[config.mk]
export PLATFORM = sky130hd
export DESIGN_NAME = dram_ctl
export DESIGN_NICKNAME = d
export VERILOG_FILES = /design/src/dram_ctl_pkg.sv /design/src/cycle_counter.sv /design/src/dram_ctl.sv
export SDC_FILE = /design/constraint.sdc
export NUM_CORES = 1
export LEC_CHECK = 0
export ABC_AREA = 1
export BUFFER_PORTS_ARGS = -buffer_cell sky130_fd_sc_hd__clkbuf_2
export CORE_UTILIZATION = 45
export CTS_CLUSTER_DIAMETER = 60
export DETAILED_ROUTE_END_ITERATION = 7
export GPL_TIMING_DRIVEN = 0
export PLACE_DENSITY = 0.65
export RECOVER_POWER = 50
export SLEW_MARGIN = 10
export SYNTH_ARGS = -nofsm -noshare
export SYNTH_HDL_FRONTEND = slang
export SYNTH_SLANG_ARGS = --single-unit
[constraint.sdc]
create_clock -name clk_sys -period 2.12 [get_ports clk_sys]
set_input_delay 0.318 -clock clk_sys [delete_from_list [all_inputs] [get_ports clk_sys]]
set_output_delay 0.318 -clock clk_sys [all_outputs]
set_load 0.005 [all_outputs]
[src/dram_ctl_pkg.sv]
package dram_ctl_pkg;
	// ----------------------------------------------------------------
	// Bank, lane and counter geometry
	// ----------------------------------------------------------------
	localparam int          CNT_W       = 4;
	localparam int          BANKS       = 4;
	localparam int          LANES       = 4;
	localparam int          BANK_SEL_LO = 20;
	localparam int          BANK_SEL_HI = 21;
	localparam int          ADDR_W      = 22;

	// ----------------------------------------------------------------
	// Timing, in cycles from entry into the current controller state
	// ----------------------------------------------------------------
	localparam logic [3:0]  CNT_ZERO     = 4'h0;
	localparam logic [3:0]  CNT_ONE      = 4'h1;
	localparam logic [3:0]  SR_ACK_CYC   = 4'h4;
	localparam logic [3:0]  QR_ACK_CYC   = 4'h7;
	localparam logic [3:0]  QR_LAST_CYC  = 4'hA;
	localparam logic [3:0]  SW_ACK_CYC   = 4'h3;
	localparam logic [3:0]  PW_ACK_CYC   = 4'h2;
	localparam logic [3:0]  PRE_CYC      = 4'h1;
	localparam logic [3:0]  REF_CAS_CYC  = 4'h1;
	localparam logic [3:0]  REF_RAS_CYC  = 4'h2;
	localparam logic [3:0]  REF_END_CYC  = 4'h4;
	localparam logic [3:0]  QR_WORD_GAP  = 4'h2;

	// Refresh interval kept by the outside timer
	localparam real         REF_PERIOD_NS = 9600.0;
	localparam real         CLK_PERIOD_NS = 4.0;
	localparam int          REF_PERIOD_CYC = int'(REF_PERIOD_NS / CLK_PERIOD_NS);

	// ----------------------------------------------------------------
	// Controller states
	// ----------------------------------------------------------------
	typedef enum logic [3:0] {
		ST_RESET,
		ST_IDLE,
		ST_REFRESH,
		ST_SREAD,
		ST_QREAD,
		ST_SWRITE,
		ST_IDLE_RAS,
		ST_PWRITE,
		ST_PRECHARGE
	} dram_state_t;
endpackage : dram_ctl_pkg
[src/cycle_counter.sv]
`timescale 1ns/1ns
module cycle_counter
	import dram_ctl_pkg::*;
#(
	parameter int W = CNT_W
) (
	input  wire logic         clk_sys,  // System clock
	input  wire logic         reset_n,  // Async reset, active low
	input  wire logic         run,      // Advance when high, else hold at zero
	output logic      [W-1:0] count     // Cycles since start of step
);
	logic [W-1:0] count_r;
	logic [W-1:0] count_nxt;

	always_comb begin
		count_nxt = run ? W'(count_r + 1'b1) : '0;
	end

	always_ff @(posedge clk_sys or negedge reset_n) begin
		if (!reset_n) begin
			count_r <= '0;
		end else begin
			count_r <= count_nxt;
		end
	end

	assign count = count_r;
endmodule : cycle_counter

[src/dram_ctl.sv]
// Operation
// Strobe and reply timing comes from a four-bit counter on the system clock.
// Nine major states; next state follows transfer type and prior state.
// Reset returns to initial state, does one refresh, then idles.
// Access starts on region select with read or write strobe.
// Quad read, single read, single write and page write are supported.
// After any write, idle with the bank row strobe still low.
// Refresh starts on each timer request pulse, nominally every 9.6 us.
// Accepted refresh raises acknowledge, holding timer until refresh done.
// Refresh beats processor requests; running cycles finish first.
// Refresh only column-before-row; no other refresh method.
// Idle deasserts all controls, halts counter, keeps watching requests.
// Single read gives latch strobe and acknowledge at cycle four.
// Quad read is read plus burst; low word address walks four words.
// Quad read: first word single timing, then one word per two clocks.
// Quad read acknowledge falls between second and third word.
// Quad read holds row strobe and toggles column strobes four times.
// Single write writes enabled lanes; acknowledge at cycle three.
// After a write, assume same page and keep row strobe low.
// Row-held idle: near write enters page write, else leave.
// Page write skips row activation; acknowledge at cycle two.
// Non page-write access after row-held idle precharges rows first.
// Quad read acknowledge at cycle seven of the access.
// Boot code must wait eight refresh periods before any DRAM access.
// Two address bits pick one of four banks; lanes span banks.
// Refresh arriving mid-access is latched and served right after.
`timescale 1ns/1ns
module dram_ctl
	import dram_ctl_pkg::*;
#(
	parameter int NBANK = BANKS,
	parameter int NLANE = LANES
) (
	input  wire logic             clk_sys,                // System clock, 250 MHz
	input  wire logic             reset_n,                // Async reset, active low
	input  wire logic             dram_sel,               // DRAM region select
	input  wire logic             rd_req,                 // Processor read strobe
	input  wire logic             wr_req,                 // Processor write strobe
	input  wire logic             burst,                  // Quad-word read indication
	input  wire logic             near_write_indication,  // Write hits open page
	input  wire logic [1:0]       bank_addr,              // Address bits 21:20
	input  wire logic [NLANE-1:0] byte_en,                // Byte lanes for writes
	input  wire logic             ref_req,                // Refresh timer pulse
	output logic                  ref_ack,                // Refresh acknowledge
	output logic      [NBANK-1:0] ras_n,                  // Row strobe per bank
	output logic      [NLANE-1:0] cas_n,                  // Column strobe per lane
	output logic      [NBANK-1:0] we_n,                   // Write enable per bank
	output logic                  read_data_latch_strobe, // Latch read word
	output logic                  ack,                    // Access acknowledge
	output logic      [1:0]       word_idx                // Quad read word being read
);
	// ----------------------------------------------------------------
	// State
	// ----------------------------------------------------------------
	dram_state_t      state_r, state_nxt;
	logic [1:0]       bank_r, bank_nxt;
	logic             ref_pend_r, ref_pend_nxt;
	logic [NBANK-1:0] ras_n_r, ras_n_nxt;
	logic [NLANE-1:0] cas_n_r, cas_n_nxt;
	logic [NBANK-1:0] we_n_r, we_n_nxt;
	logic             rdl_r, rdl_nxt;
	logic             ack_r, ack_nxt;
	logic [1:0]       word_r, word_nxt;
	logic             run;
	logic [3:0]       cnt;
	logic             access;
	logic             qread;

	// counter timing
	cycle_counter #(.W(CNT_W)) u_cnt (
		.clk_sys (clk_sys),
		.reset_n (reset_n),
		.run     (run),
		.count   (cnt)
	);

	// access start
	assign access = dram_sel && (rd_req || wr_req);
	// burst decode
	assign qread  = rd_req && burst;

	// counter halts in idle states
	assign run = !(state_r == ST_IDLE || state_r == ST_IDLE_RAS) && state_nxt == state_r;

	// ----------------------------------------------------------------
	// Next state and outputs
	// ----------------------------------------------------------------
	always_comb begin
		state_nxt    = state_r;
		bank_nxt     = bank_r;
		ref_pend_nxt = ref_pend_r;
		ras_n_nxt    = '1;
		cas_n_nxt    = '1;
		we_n_nxt     = '1;
		rdl_nxt      = 1'b0;
		ack_nxt      = 1'b0;
		word_nxt     = word_r;
		// latch refresh; a new pulse wins over the clear
		if (ref_req) begin
			ref_pend_nxt = 1'b1;
		end
		// nine major states
		unique case (state_r)
			ST_RESET: begin
				// one refresh after reset release
				state_nxt = ST_REFRESH;
			end
			ST_IDLE: begin
				// refresh first
				if (ref_pend_r || ref_req) begin
					state_nxt = ST_REFRESH;
				end else if (access) begin
					bank_nxt  = bank_addr;
					word_nxt  = 2'b00;
					// decode access type
					if (qread) begin
						state_nxt = ST_QREAD;
					end else if (rd_req) begin
						state_nxt = ST_SREAD;
					end else begin
						state_nxt = ST_SWRITE;
					end
				end
			end
			ST_REFRESH: begin
				// column strobes before row strobes
				if (cnt >= REF_CAS_CYC && cnt < REF_END_CYC) begin
					cas_n_nxt = '0;
				end
				if (cnt >= REF_RAS_CYC && cnt < REF_END_CYC) begin
					ras_n_nxt = '0;
				end
				if (cnt == REF_END_CYC) begin
					// timer released once refresh is done
					ref_pend_nxt = ref_req;
					state_nxt    = ST_IDLE;
				end
			end
			ST_SREAD: begin
				ras_n_nxt[bank_r] = 1'b0;
				if (cnt >= CNT_ONE && cnt < SR_ACK_CYC) begin
					cas_n_nxt = '0;
				end
				// latch and ack at cycle four
				if (cnt == SR_ACK_CYC - CNT_ONE) begin
					rdl_nxt = 1'b1;
					ack_nxt = 1'b1;
				end
				if (cnt == SR_ACK_CYC) begin
					state_nxt = ST_IDLE;
				end
			end
			ST_QREAD: begin
				// row held, columns toggled per word
				ras_n_nxt[bank_r] = 1'b0;
				if (cnt >= CNT_ONE && cnt < SR_ACK_CYC) begin
					cas_n_nxt = '0;
				// Column low in the cycle of each latch pulse, never after it
				end else if (cnt > SR_ACK_CYC && cnt[0] != SR_ACK_CYC[0] && cnt < QR_LAST_CYC) begin
					cas_n_nxt = '0;
				end
				// first word at four, then every two clocks
				if (cnt >= SR_ACK_CYC - CNT_ONE && cnt < QR_LAST_CYC &&
				    cnt[0] == SR_ACK_CYC[0] - 1'b1) begin
					rdl_nxt = 1'b1;
				end
				if (rdl_r) begin
					word_nxt = 2'(word_r + 1'b1);
				end
				// ack at cycle seven, between words two and three
				if (cnt == QR_ACK_CYC - CNT_ONE) begin
					ack_nxt = 1'b1;
				end
				if (cnt == QR_LAST_CYC) begin
					state_nxt = ST_IDLE;
				end
			end
			ST_SWRITE: begin
				ras_n_nxt[bank_r] = 1'b0;
				// enabled lanes only, ack at three
				if (cnt >= CNT_ONE) begin
					cas_n_nxt        = ~byte_en;
					we_n_nxt[bank_r] = 1'b0;
				end
				if (cnt == SW_ACK_CYC - CNT_ONE) begin
					ack_nxt = 1'b1;
				end
				if (cnt == SW_ACK_CYC) begin
					// keep row open after write
					cas_n_nxt = '1;
					we_n_nxt  = '1;
					state_nxt = ST_IDLE_RAS;
				end
			end
			ST_IDLE_RAS: begin
				// row stays low while idling
				ras_n_nxt[bank_r] = 1'b0;
				// near write reuses page; else precharge
				// Rows go high on the way into precharge, not one cycle late
				if (ref_pend_r || ref_req) begin
					ras_n_nxt = '1;
					state_nxt = ST_PRECHARGE;
				end else if (access && wr_req && near_write_indication && bank_addr == bank_r) begin
					state_nxt = ST_PWRITE;
				end else if (access) begin
					ras_n_nxt = '1;
					state_nxt = ST_PRECHARGE;
				end
			end
			ST_PWRITE: begin
				// no row activation, ack at two
				ras_n_nxt[bank_r] = 1'b0;
				cas_n_nxt         = ~byte_en;
				we_n_nxt[bank_r]  = 1'b0;
				if (cnt == PW_ACK_CYC - CNT_ONE) begin
					ack_nxt = 1'b1;
				end
				if (cnt == PW_ACK_CYC) begin
					cas_n_nxt = '1;
					we_n_nxt  = '1;
					state_nxt = ST_IDLE_RAS;
				end
			end
			ST_PRECHARGE: begin
				// rows high before serving access
				if (cnt == PRE_CYC) begin
					state_nxt = ST_IDLE;
				end
			end
		endcase
	end

	always_ff @(posedge clk_sys or negedge reset_n) begin
		if (!reset_n) begin
			state_r    <= ST_RESET;
			bank_r     <= 2'h0;
			ref_pend_r <= 1'b0;
			ras_n_r    <= '1;
			cas_n_r    <= '1;
			we_n_r     <= '1;
			rdl_r      <= 1'b0;
			ack_r      <= 1'b0;
			word_r     <= 2'h0;
		end else begin
			state_r    <= state_nxt;
			bank_r     <= bank_nxt;
			ref_pend_r <= ref_pend_nxt;
			ras_n_r    <= ras_n_nxt;
			cas_n_r    <= cas_n_nxt;
			we_n_r     <= we_n_nxt;
			rdl_r      <= rdl_nxt;
			ack_r      <= ack_nxt;
			word_r     <= word_nxt;
		end
	end

	// ----------------------------------------------------------------
	// Outputs
	// ----------------------------------------------------------------
	// acknowledge held while refresh pending; locks the timer
	assign ref_ack                = ref_pend_r;
	// one row strobe and write enable per bank, lanes shared
	assign ras_n                  = ras_n_r;
	assign cas_n                  = cas_n_r;
	assign we_n                   = we_n_r;
	assign read_data_latch_strobe = rdl_r;
	assign ack                    = ack_r;
	assign word_idx               = word_r;

	// ----------------------------------------------------------------
	// Checks
	// ----------------------------------------------------------------
	AST_SREAD_ACK: assert property (@(posedge clk_sys) disable iff (!reset_n)
		(state_r == ST_IDLE && state_nxt == ST_SREAD) |-> ##5 (ack && read_data_latch_strobe))
		else $error("single read ack not at cycle four");
	AST_QREAD_ACK: assert property (@(posedge clk_sys) disable iff (!reset_n)
		(state_r == ST_IDLE && state_nxt == ST_QREAD) |-> ##8 ack)
		else $error("quad read ack not at cycle seven");
	AST_SWRITE_ACK: assert property (@(posedge clk_sys) disable iff (!reset_n)
		(state_r == ST_IDLE && state_nxt == ST_SWRITE) |-> ##4 ack)
		else $error("write ack not at cycle three");
	AST_PWRITE_ACK: assert property (@(posedge clk_sys) disable iff (!reset_n)
		(state_r == ST_IDLE_RAS && state_nxt == ST_PWRITE) |-> ##3 ack)
		else $error("page write ack not at cycle two");
	AST_QREAD_WORDS: assert property (@(posedge clk_sys) disable iff (!reset_n)
		(state_r == ST_IDLE && state_nxt == ST_QREAD) |->
		##5 read_data_latch_strobe ##2 read_data_latch_strobe ##2 read_data_latch_strobe
		##2 read_data_latch_strobe)
		else $error("quad read words not one per two clocks");
	AST_REF_CBR: assert property (@(posedge clk_sys) disable iff (!reset_n)
		$fell(ras_n[0]) && state_r == ST_REFRESH |-> $past(cas_n == '0))
		else $error("refresh row strobe before column strobe");
	AST_IDLE_QUIET: assert property (@(posedge clk_sys) disable iff (!reset_n)
		state_r == ST_IDLE && $past(state_r) == ST_IDLE |-> (ras_n == '1 && cas_n == '1 && cnt == CNT_ZERO))
		else $error("idle state drives controls");
	AST_ROW_HELD: assert property (@(posedge clk_sys) disable iff (!reset_n)
		state_r == ST_IDLE_RAS && $past(state_r) == ST_IDLE_RAS |-> ras_n[bank_r] == 1'b0)
		else $error("row strobe released in row-held idle");
	AST_REF_PRIO: assert property (@(posedge clk_sys) disable iff (!reset_n)
		state_r == ST_IDLE && ref_pend_r |=> state_r == ST_REFRESH)
		else $error("pending refresh not served first");
	AST_PRECHARGE: assert property (@(posedge clk_sys) disable iff (!reset_n)
		state_r == ST_PRECHARGE |-> ras_n == '1)
		else $error("rows not high in precharge");
endmodule : dram_ctl

* Yosys cells after proc, flatten, opt, wreduce, memory -nomap -nowiden
Index checks and enable logic that the tools add are counted.
W data, S select, Z words.
** Storage, ports and cells
- Register bits after elaboration :: 27
- Bits of input ports :: 14
- Output and inout bits :: 17
- Logic and storage cells :: 111
** Operators by class
- $add $sub $neg :: 2
- $lt $le $gt $ge :: 8
- Equal/unequal tests :: 19
- Mux-type cells :: 46
- Bitwise operators :: 3
- Reductions and logical operators :: 23
** Operator list (number)
- $mux W4 :: 24
- $pmux W4 S8 :: 1
- $eq A4 B3 Y1 const B :: 6
- $eq A4 B2 Y1 const B :: 4
- $pmux W4 S4 :: 1
- $logic_and A1 B1 Y1 :: 13
- $pmux W4 S3 :: 1
- $mux W1 :: 9
- $eq A4 B1 Y1 const B :: 2
- $eq A4 B4 Y1 const B :: 2
- $ge A4 B2 Y1 const B :: 2
- $not A4 Y4 :: 2
- $pmux W4 S2 :: 1
- $mux W2 :: 3
- $mux W3 :: 2
- $ne A2 B2 Y1 const B :: 3
- $add A4 B1 Y4 const B :: 1
- $eq A4 B4 Y1 :: 1
- $ge A4 B1 Y1 const B :: 1
- $gt A4 B3 Y1 const B :: 1
- $logic_not A4 Y1 :: 1
- $lt A4 B3 Y1 const B :: 1
- $lt A4 B4 Y1 const B :: 1
- $pmux W1 S4 :: 1
- other kinds (15) :: 17

* Logic depth before layout (Yosys ltp)
- Depth in word-level cells :: 11
- Depth in mapped cells :: 14

* Cells and area by module
Synthesis repeated with hierarchy kept, for this count alone.
** Second synthesis, totals
- Cells, all modules :: 239
- Area total of the unflattened synthesis :: 1630.3 um^2
** Modules (own cells, without submodules)
- dram_ctl :: times used 1, cells each 222, area an instance 1468.9 um^2, seq. area each 590.6 um^2
- cycle_counter :: times used 1, cells each 17, area an instance 161.4 um^2, seq. area each 100.1 um^2

* Least setup slack after synthesis
Ideal clock, no wire load.
- Path type :: reg-to-reg
- From :: reg u_cnt.count_r[0], in the netlist u_cnt.count[0]
- To :: reg u_cnt.count_r[0], in the netlist u_cnt.count[0]
- Library setup time :: 0.125 ns
- Arrival time :: 1.426 ns
- Data required time :: 1.995 ns
- Path slack :: 0.569 ns
- Cell stages (with the launch flop) :: 12
- Clock period less this slack :: 1.551 ns
- Path through :: dfrtp_1 ha_1 nand2_4 nand2_1 nand3_1 nand2_1 nor2_1 nand3_1 nor2_1 nor2_1 nand2_1 nor2_1
** On the way
- Cells in the longest elaborated chain, start to end :: 6
- Elaborated cells on any way between the ends :: 15
- Classes of those cells :: 1 x add/sub; 6 x eq/ne; 7 x mux; 1 x reduce/logical
** RTL lines
- start: declaration :: RTL line cycle_counter.sv:12 : logic [W-1:0] count_r;
- start signal: assignment :: RTL line cycle_counter.sv:23 : count_r <= count_nxt;
- $eq A4 B1 Y1 (tied with other cells) :: RTL line dram_ctl.sv:226 : if (cnt == PRE_CYC) begin
- $mux W4 (on tied branches)
- $pmux W4 S8 * :: RTL line dram_ctl.sv:103 : unique case (state_r)
- net state_nxt[1] :: RTL line dram_ctl.sv:55 : dram_state_t state_r, state_nxt;
- $eq A4 B4 Y1 * :: RTL line dram_ctl.sv:83 : assign run = !(state_r == ST_IDLE || state_r == ST_IDLE_RAS) && state_nxt == state_r;
- $logic_and A1 B1 Y1 * :: RTL line dram_ctl.sv:83
- $mux W4 * :: RTL line cycle_counter.sv:16 : count_nxt = run ? W'(count_r + 1'b1) : '0;
- net u_cnt.count_nxt[0] :: RTL line cycle_counter.sv:13 : logic [W-1:0] count_nxt;
The timed path passes the listed nets; every way through them passes the cells marked *.
A chain may end at the register's enable or synchronous reset.

* Worst setup path in the final report
Ends and elaborated chain as after synthesis.

==> impl_metrics.env <==
export IMPL_n_fill_cell=381
export IMPL_critPathMaxStageDelay_ps=480
export IMPL_layout_nets=290
export IMPL_worstSetupPathType="register to register"
export IMPL_async_reset_ff_share_pct=100.0
export IMPL_first_global_vias=1496
export IMPL_finalClockSkew_ps=2.435
export IMPL_ctsHtreeMaxLevel=1
export IMPL_cts_inserted_buffers=3
export IMPL_grt_overflow_total=0
export IMPL_post_cts_buffers=0
export IMPL_placed_area_mm2=0.001933
export IMPL_hold_path_cell_count=3
export IMPL_power_frac_comb_pct=47.9
export IMPL_fp_dieArea_mm2=0.004080
export IMPL_maxSlewViolCount=0
export IMPL_tritoncts="done"
export IMPL_power_uw=2130
export IMPL_synth_area_leaders="sky130_fd_sc_hd__dfrtp_1 22%, sky130_fd_sc_hd__dfstp_2 18%, sky130_fd_sc_hd__nand2_1 12%"
export IMPL_io_pin_count=31
export IMPL_vdd_drop_max_mv=0.5541
export IMPL_cell_internal_pwr_uw=1209
export IMPL_power_share_switching_pct=43.21
export IMPL_synth_largest_area_cell="sky130_fd_sc_hd__dfrtp_1"
export IMPL_clock_sinks=27
export IMPL_postSynthNetCount=255
export IMPL_synth_cell_type_count=32
export IMPL_share_of_cells_above_drive_strength_1_pct=26.94
export IMPL_seq_area_frac_synth_pct=40.09
export IMPL_mapped_area_mm2=0.001723
export IMPL_critical_path_source_type="register"
export IMPL_detail_route_antenna_nets=0
export IMPL_hpwlAfterDp_mm=2.866
export IMPL_critical_path_slowest_cell="sky130_fd_sc_hd__dfrtp_1"
export IMPL_die_h_um=63.88
export IMPL_leading_post_synthesis_cells_by_instance_count="57 x sky130_fd_sc_hd__nand2_1, 30 x sky130_fd_sc_hd__nor2_1, 26 x sky130_fd_sc_hd__inv_1"
export IMPL_fin_crit_ps=1786
export IMPL_max_cap_viol_count=0
export IMPL_postSynthRegisterBits=27
export IMPL_wl_mm=3.620
export IMPL_max_clock_freq_mhz=560.0
export IMPL_fin_tns_setup_ps=0
export IMPL_grt_start_max_net_pins=28
export IMPL_clock_pin_slew_on_the_worst_setup_and_hold_paths_ps=90
export IMPL_clock_tree_buffer_depth=2
export IMPL_placementRows=22
export IMPL_clock_power_share_pct=13.7
export IMPL_die_width_um=63.88
export IMPL_grt_setup_unrepaired="no"
export IMPL_timing_hold_worst_class="input pin to register"
export IMPL_synthDominantCellAreaShare_pct=21.79
export IMPL_clock_latency_ps=270
export IMPL_number_of_enable_type_register_cells_in_the_synthesized_netlist=0
export IMPL_slew_headroom_pct=8.957
export IMPL_initial_core_util_pct=47.06
export IMPL_grt_usage_pct=20.49
export IMPL_cts_hold_buffers_added=0
export IMPL_drc=0
export IMPL_synth_flop_cell="sky130_fd_sc_hd__dfrtp_1"
export IMPL_gp_congestion=0.9218
export IMPL_final_report_setup_violation_count=0
export IMPL_worst_slew_pin_transition_ps=1366
export IMPL_timing_critical_path_to_type="register"
export IMPL_crit_path_max_fanout=9
export IMPL_p_per_area_mw_per_mm2=1078
export IMPL_portBuffers=30
export IMPL_required_ps=2330
export IMPL_detailed_routing_iteration_count_for_the_pre_antenna_repair_pass=4
export IMPL_yosysWarnings=0
export IMPL_route_detailed_wl_per_inst_um=11.35
export IMPL_postSynthAreaPerCell_um2=7.270
export IMPL_syn2layout_area_growth_pct=14.67
export IMPL_routed_via_density=5.000
export IMPL_initialDrtViolationCount=91
export IMPL_number_of_hold_slack_violations_in_the_final_timing_report=0
export IMPL_insertedDiodeCount=0
export IMPL_cellLeakagePower_uw=0.0009963
export IMPL_synth_cells=237
export IMPL_wire_length_of_the_first_global_routing_pass_mm=6.589
export IMPL_antenna_found_initial=0
export IMPL_cts_root_buf="sky130_fd_sc_hd__clkbuf_8"
export IMPL_cp_arrival_ps=2000
export IMPL_via_count=1595
export IMPL_r2r_worst_path_cells=12
export IMPL_cts_resized=0
export IMPL_coreArea_mm2=0.003661
export IMPL_final_period_utilization_pct=84.23
export IMPL_power_switching_uw=920.3
export IMPL_post_synth_top_count_cell="sky130_fd_sc_hd__nand2_1"
export IMPL_cp_common_cell="sky130_fd_sc_hd__nand2_1"
export IMPL_status="completed"
export IMPL_cp_cell_sequence="inv_1, ha_1, nand2_4, nand2_1, nand2_1, nor2_2, nand3_2, nand2_1, nand2_1, nor2_1, nand2_1, nor2_1"
export IMPL_postLayoutCellArea_mm2=0.001976
export IMPL_sequential_fraction_of_design_power_pct=38.4
[power groups by stage]
stage          clock, uW  sequential (uW)  combinational [uW]
2_1_floorplan          0              826                 726
3_3_place_gp           0              824                1020
3_5_place_dp           0              828                1020
4_1_cts              298              818                1020
5_1_grt              318              836                1180
6_report             293              818                1020
[state kept, by name (all words and copies together) (netlist names)]
register                count
ref_ack                     1
state_r                     4
we_n                        4
word_idx                    2
u_cnt.count                 4
ras_n                       4
cas_n                       4
read_data_latch_strobe      1
ack                         1
bank_r                      2
[layer usage]
| metal | share of wire, % | GRT usage [%] |
|---|---|---|
| met4 | 1.4 | 6.818 |
| met2 | 45 | 33.24 |
| met1 | 51 | 28.75 |
| met5 | 0 | 0 |
| met3 | 2.6 | 1.607 |
[placed cells by master, fill, tap and decap left out, types with 2 or more instances in the layout]
cell type,count
sky130_fd_sc_hd__o2111ai_1,4
sky130_fd_sc_hd__nand4_1,2
sky130_fd_sc_hd__inv_1,26
sky130_fd_sc_hd__a21oi_1,7
sky130_fd_sc_hd__nand3_1,15
sky130_fd_sc_hd__nor2_2,5
sky130_fd_sc_hd__o21ai_1,2
sky130_fd_sc_hd__nor3_1,8
sky130_fd_sc_hd__clkbuf_2,28
sky130_fd_sc_hd__nand2_2,5
sky130_fd_sc_hd__inv_2,9
sky130_fd_sc_hd__nand2_1,57
sky130_fd_sc_hd__dfrtp_1,15
sky130_fd_sc_hd__a31oi_1,4
sky130_fd_sc_hd__nor2_4,3
sky130_fd_sc_hd__clkbuf_1,3
sky130_fd_sc_hd__o22ai_1,2
sky130_fd_sc_hd__nand2_4,2
sky130_fd_sc_hd__ha_1,4
sky130_fd_sc_hd__dfstp_2,12
sky130_fd_sc_hd__nor2_1,30
sky130_fd_sc_hd__clkbuf_8,3
sky130_fd_sc_hd__o21ai_0,13
[worst paths after layout]
kind	start	endpoint	slack [ps]
hold / removal	ref_req	ref_ack	300
min in group asynchronous	reset_n	bank_r[0]	330
setup reg to reg	u_cnt.count[0]	u_cnt.count[0]	330
setup / recovery	u_cnt.count[0]	u_cnt.count[0]	330
hold reg to reg	ref_ack	ref_ack	570
max in group asynchronous	reset_n	u_cnt.count[2]	990
[final cells by class]
| cell class | count | area [um^2] | area share, % |
|---|---|---|---|
| inverters | 36 | 136.4 | 6.903 |
| flip-flops and latches | 27 | 690.7 | 34.96 |
| repair buffers | 30 | 147.6 | 7.473 |
| multi-input cells | 173 | 890.9 | 45.09 |
| well taps | 48 | 60.06 | 3.040 |
| clock buffers | 4 | 45.04 | 2.280 |
| plain buffers | 1 | 5.005 | 0.2533 |
[logic make-up (layout without fill, tap and decap cells)]
family,Yosys count,in the layout,synth area share (%)
AND/OR/NAND/NOR,130,130,34.79
AO/OA/AOI/OAI,37,37,13.00
buffers and inverters,37,71,8.205
flip-flops,27,27,40.09
adder cells (fa/ha/maj),4,4,2.905
XOR/XNOR,2,2,1.017
[worst max-delay path: cells and delay by family (launching register included)]
family                   cells  cell delay, ps
AND/OR/NAND/NOR             10             890
adder cells (fa/ha/maj)      1             230
flip-flops                   1             480
buffers and inverters        1             130
[per-stage QoR]
step           cells  utilization, %  hold WS (ps)  setup slack, ps
2_1_floorplan    237               -         22.41            569.1
3_3_place_gp     315           52.80         373.9            360.1
3_5_place_dp     315           52.80         373.7            343.4
4_1_cts          319           54.03         76.98            313.7
5_1_grt          319           53.96         336.5            91.54
6_report         319           53.96         300.7            334.3
Power figures use the tool's default switching activity.
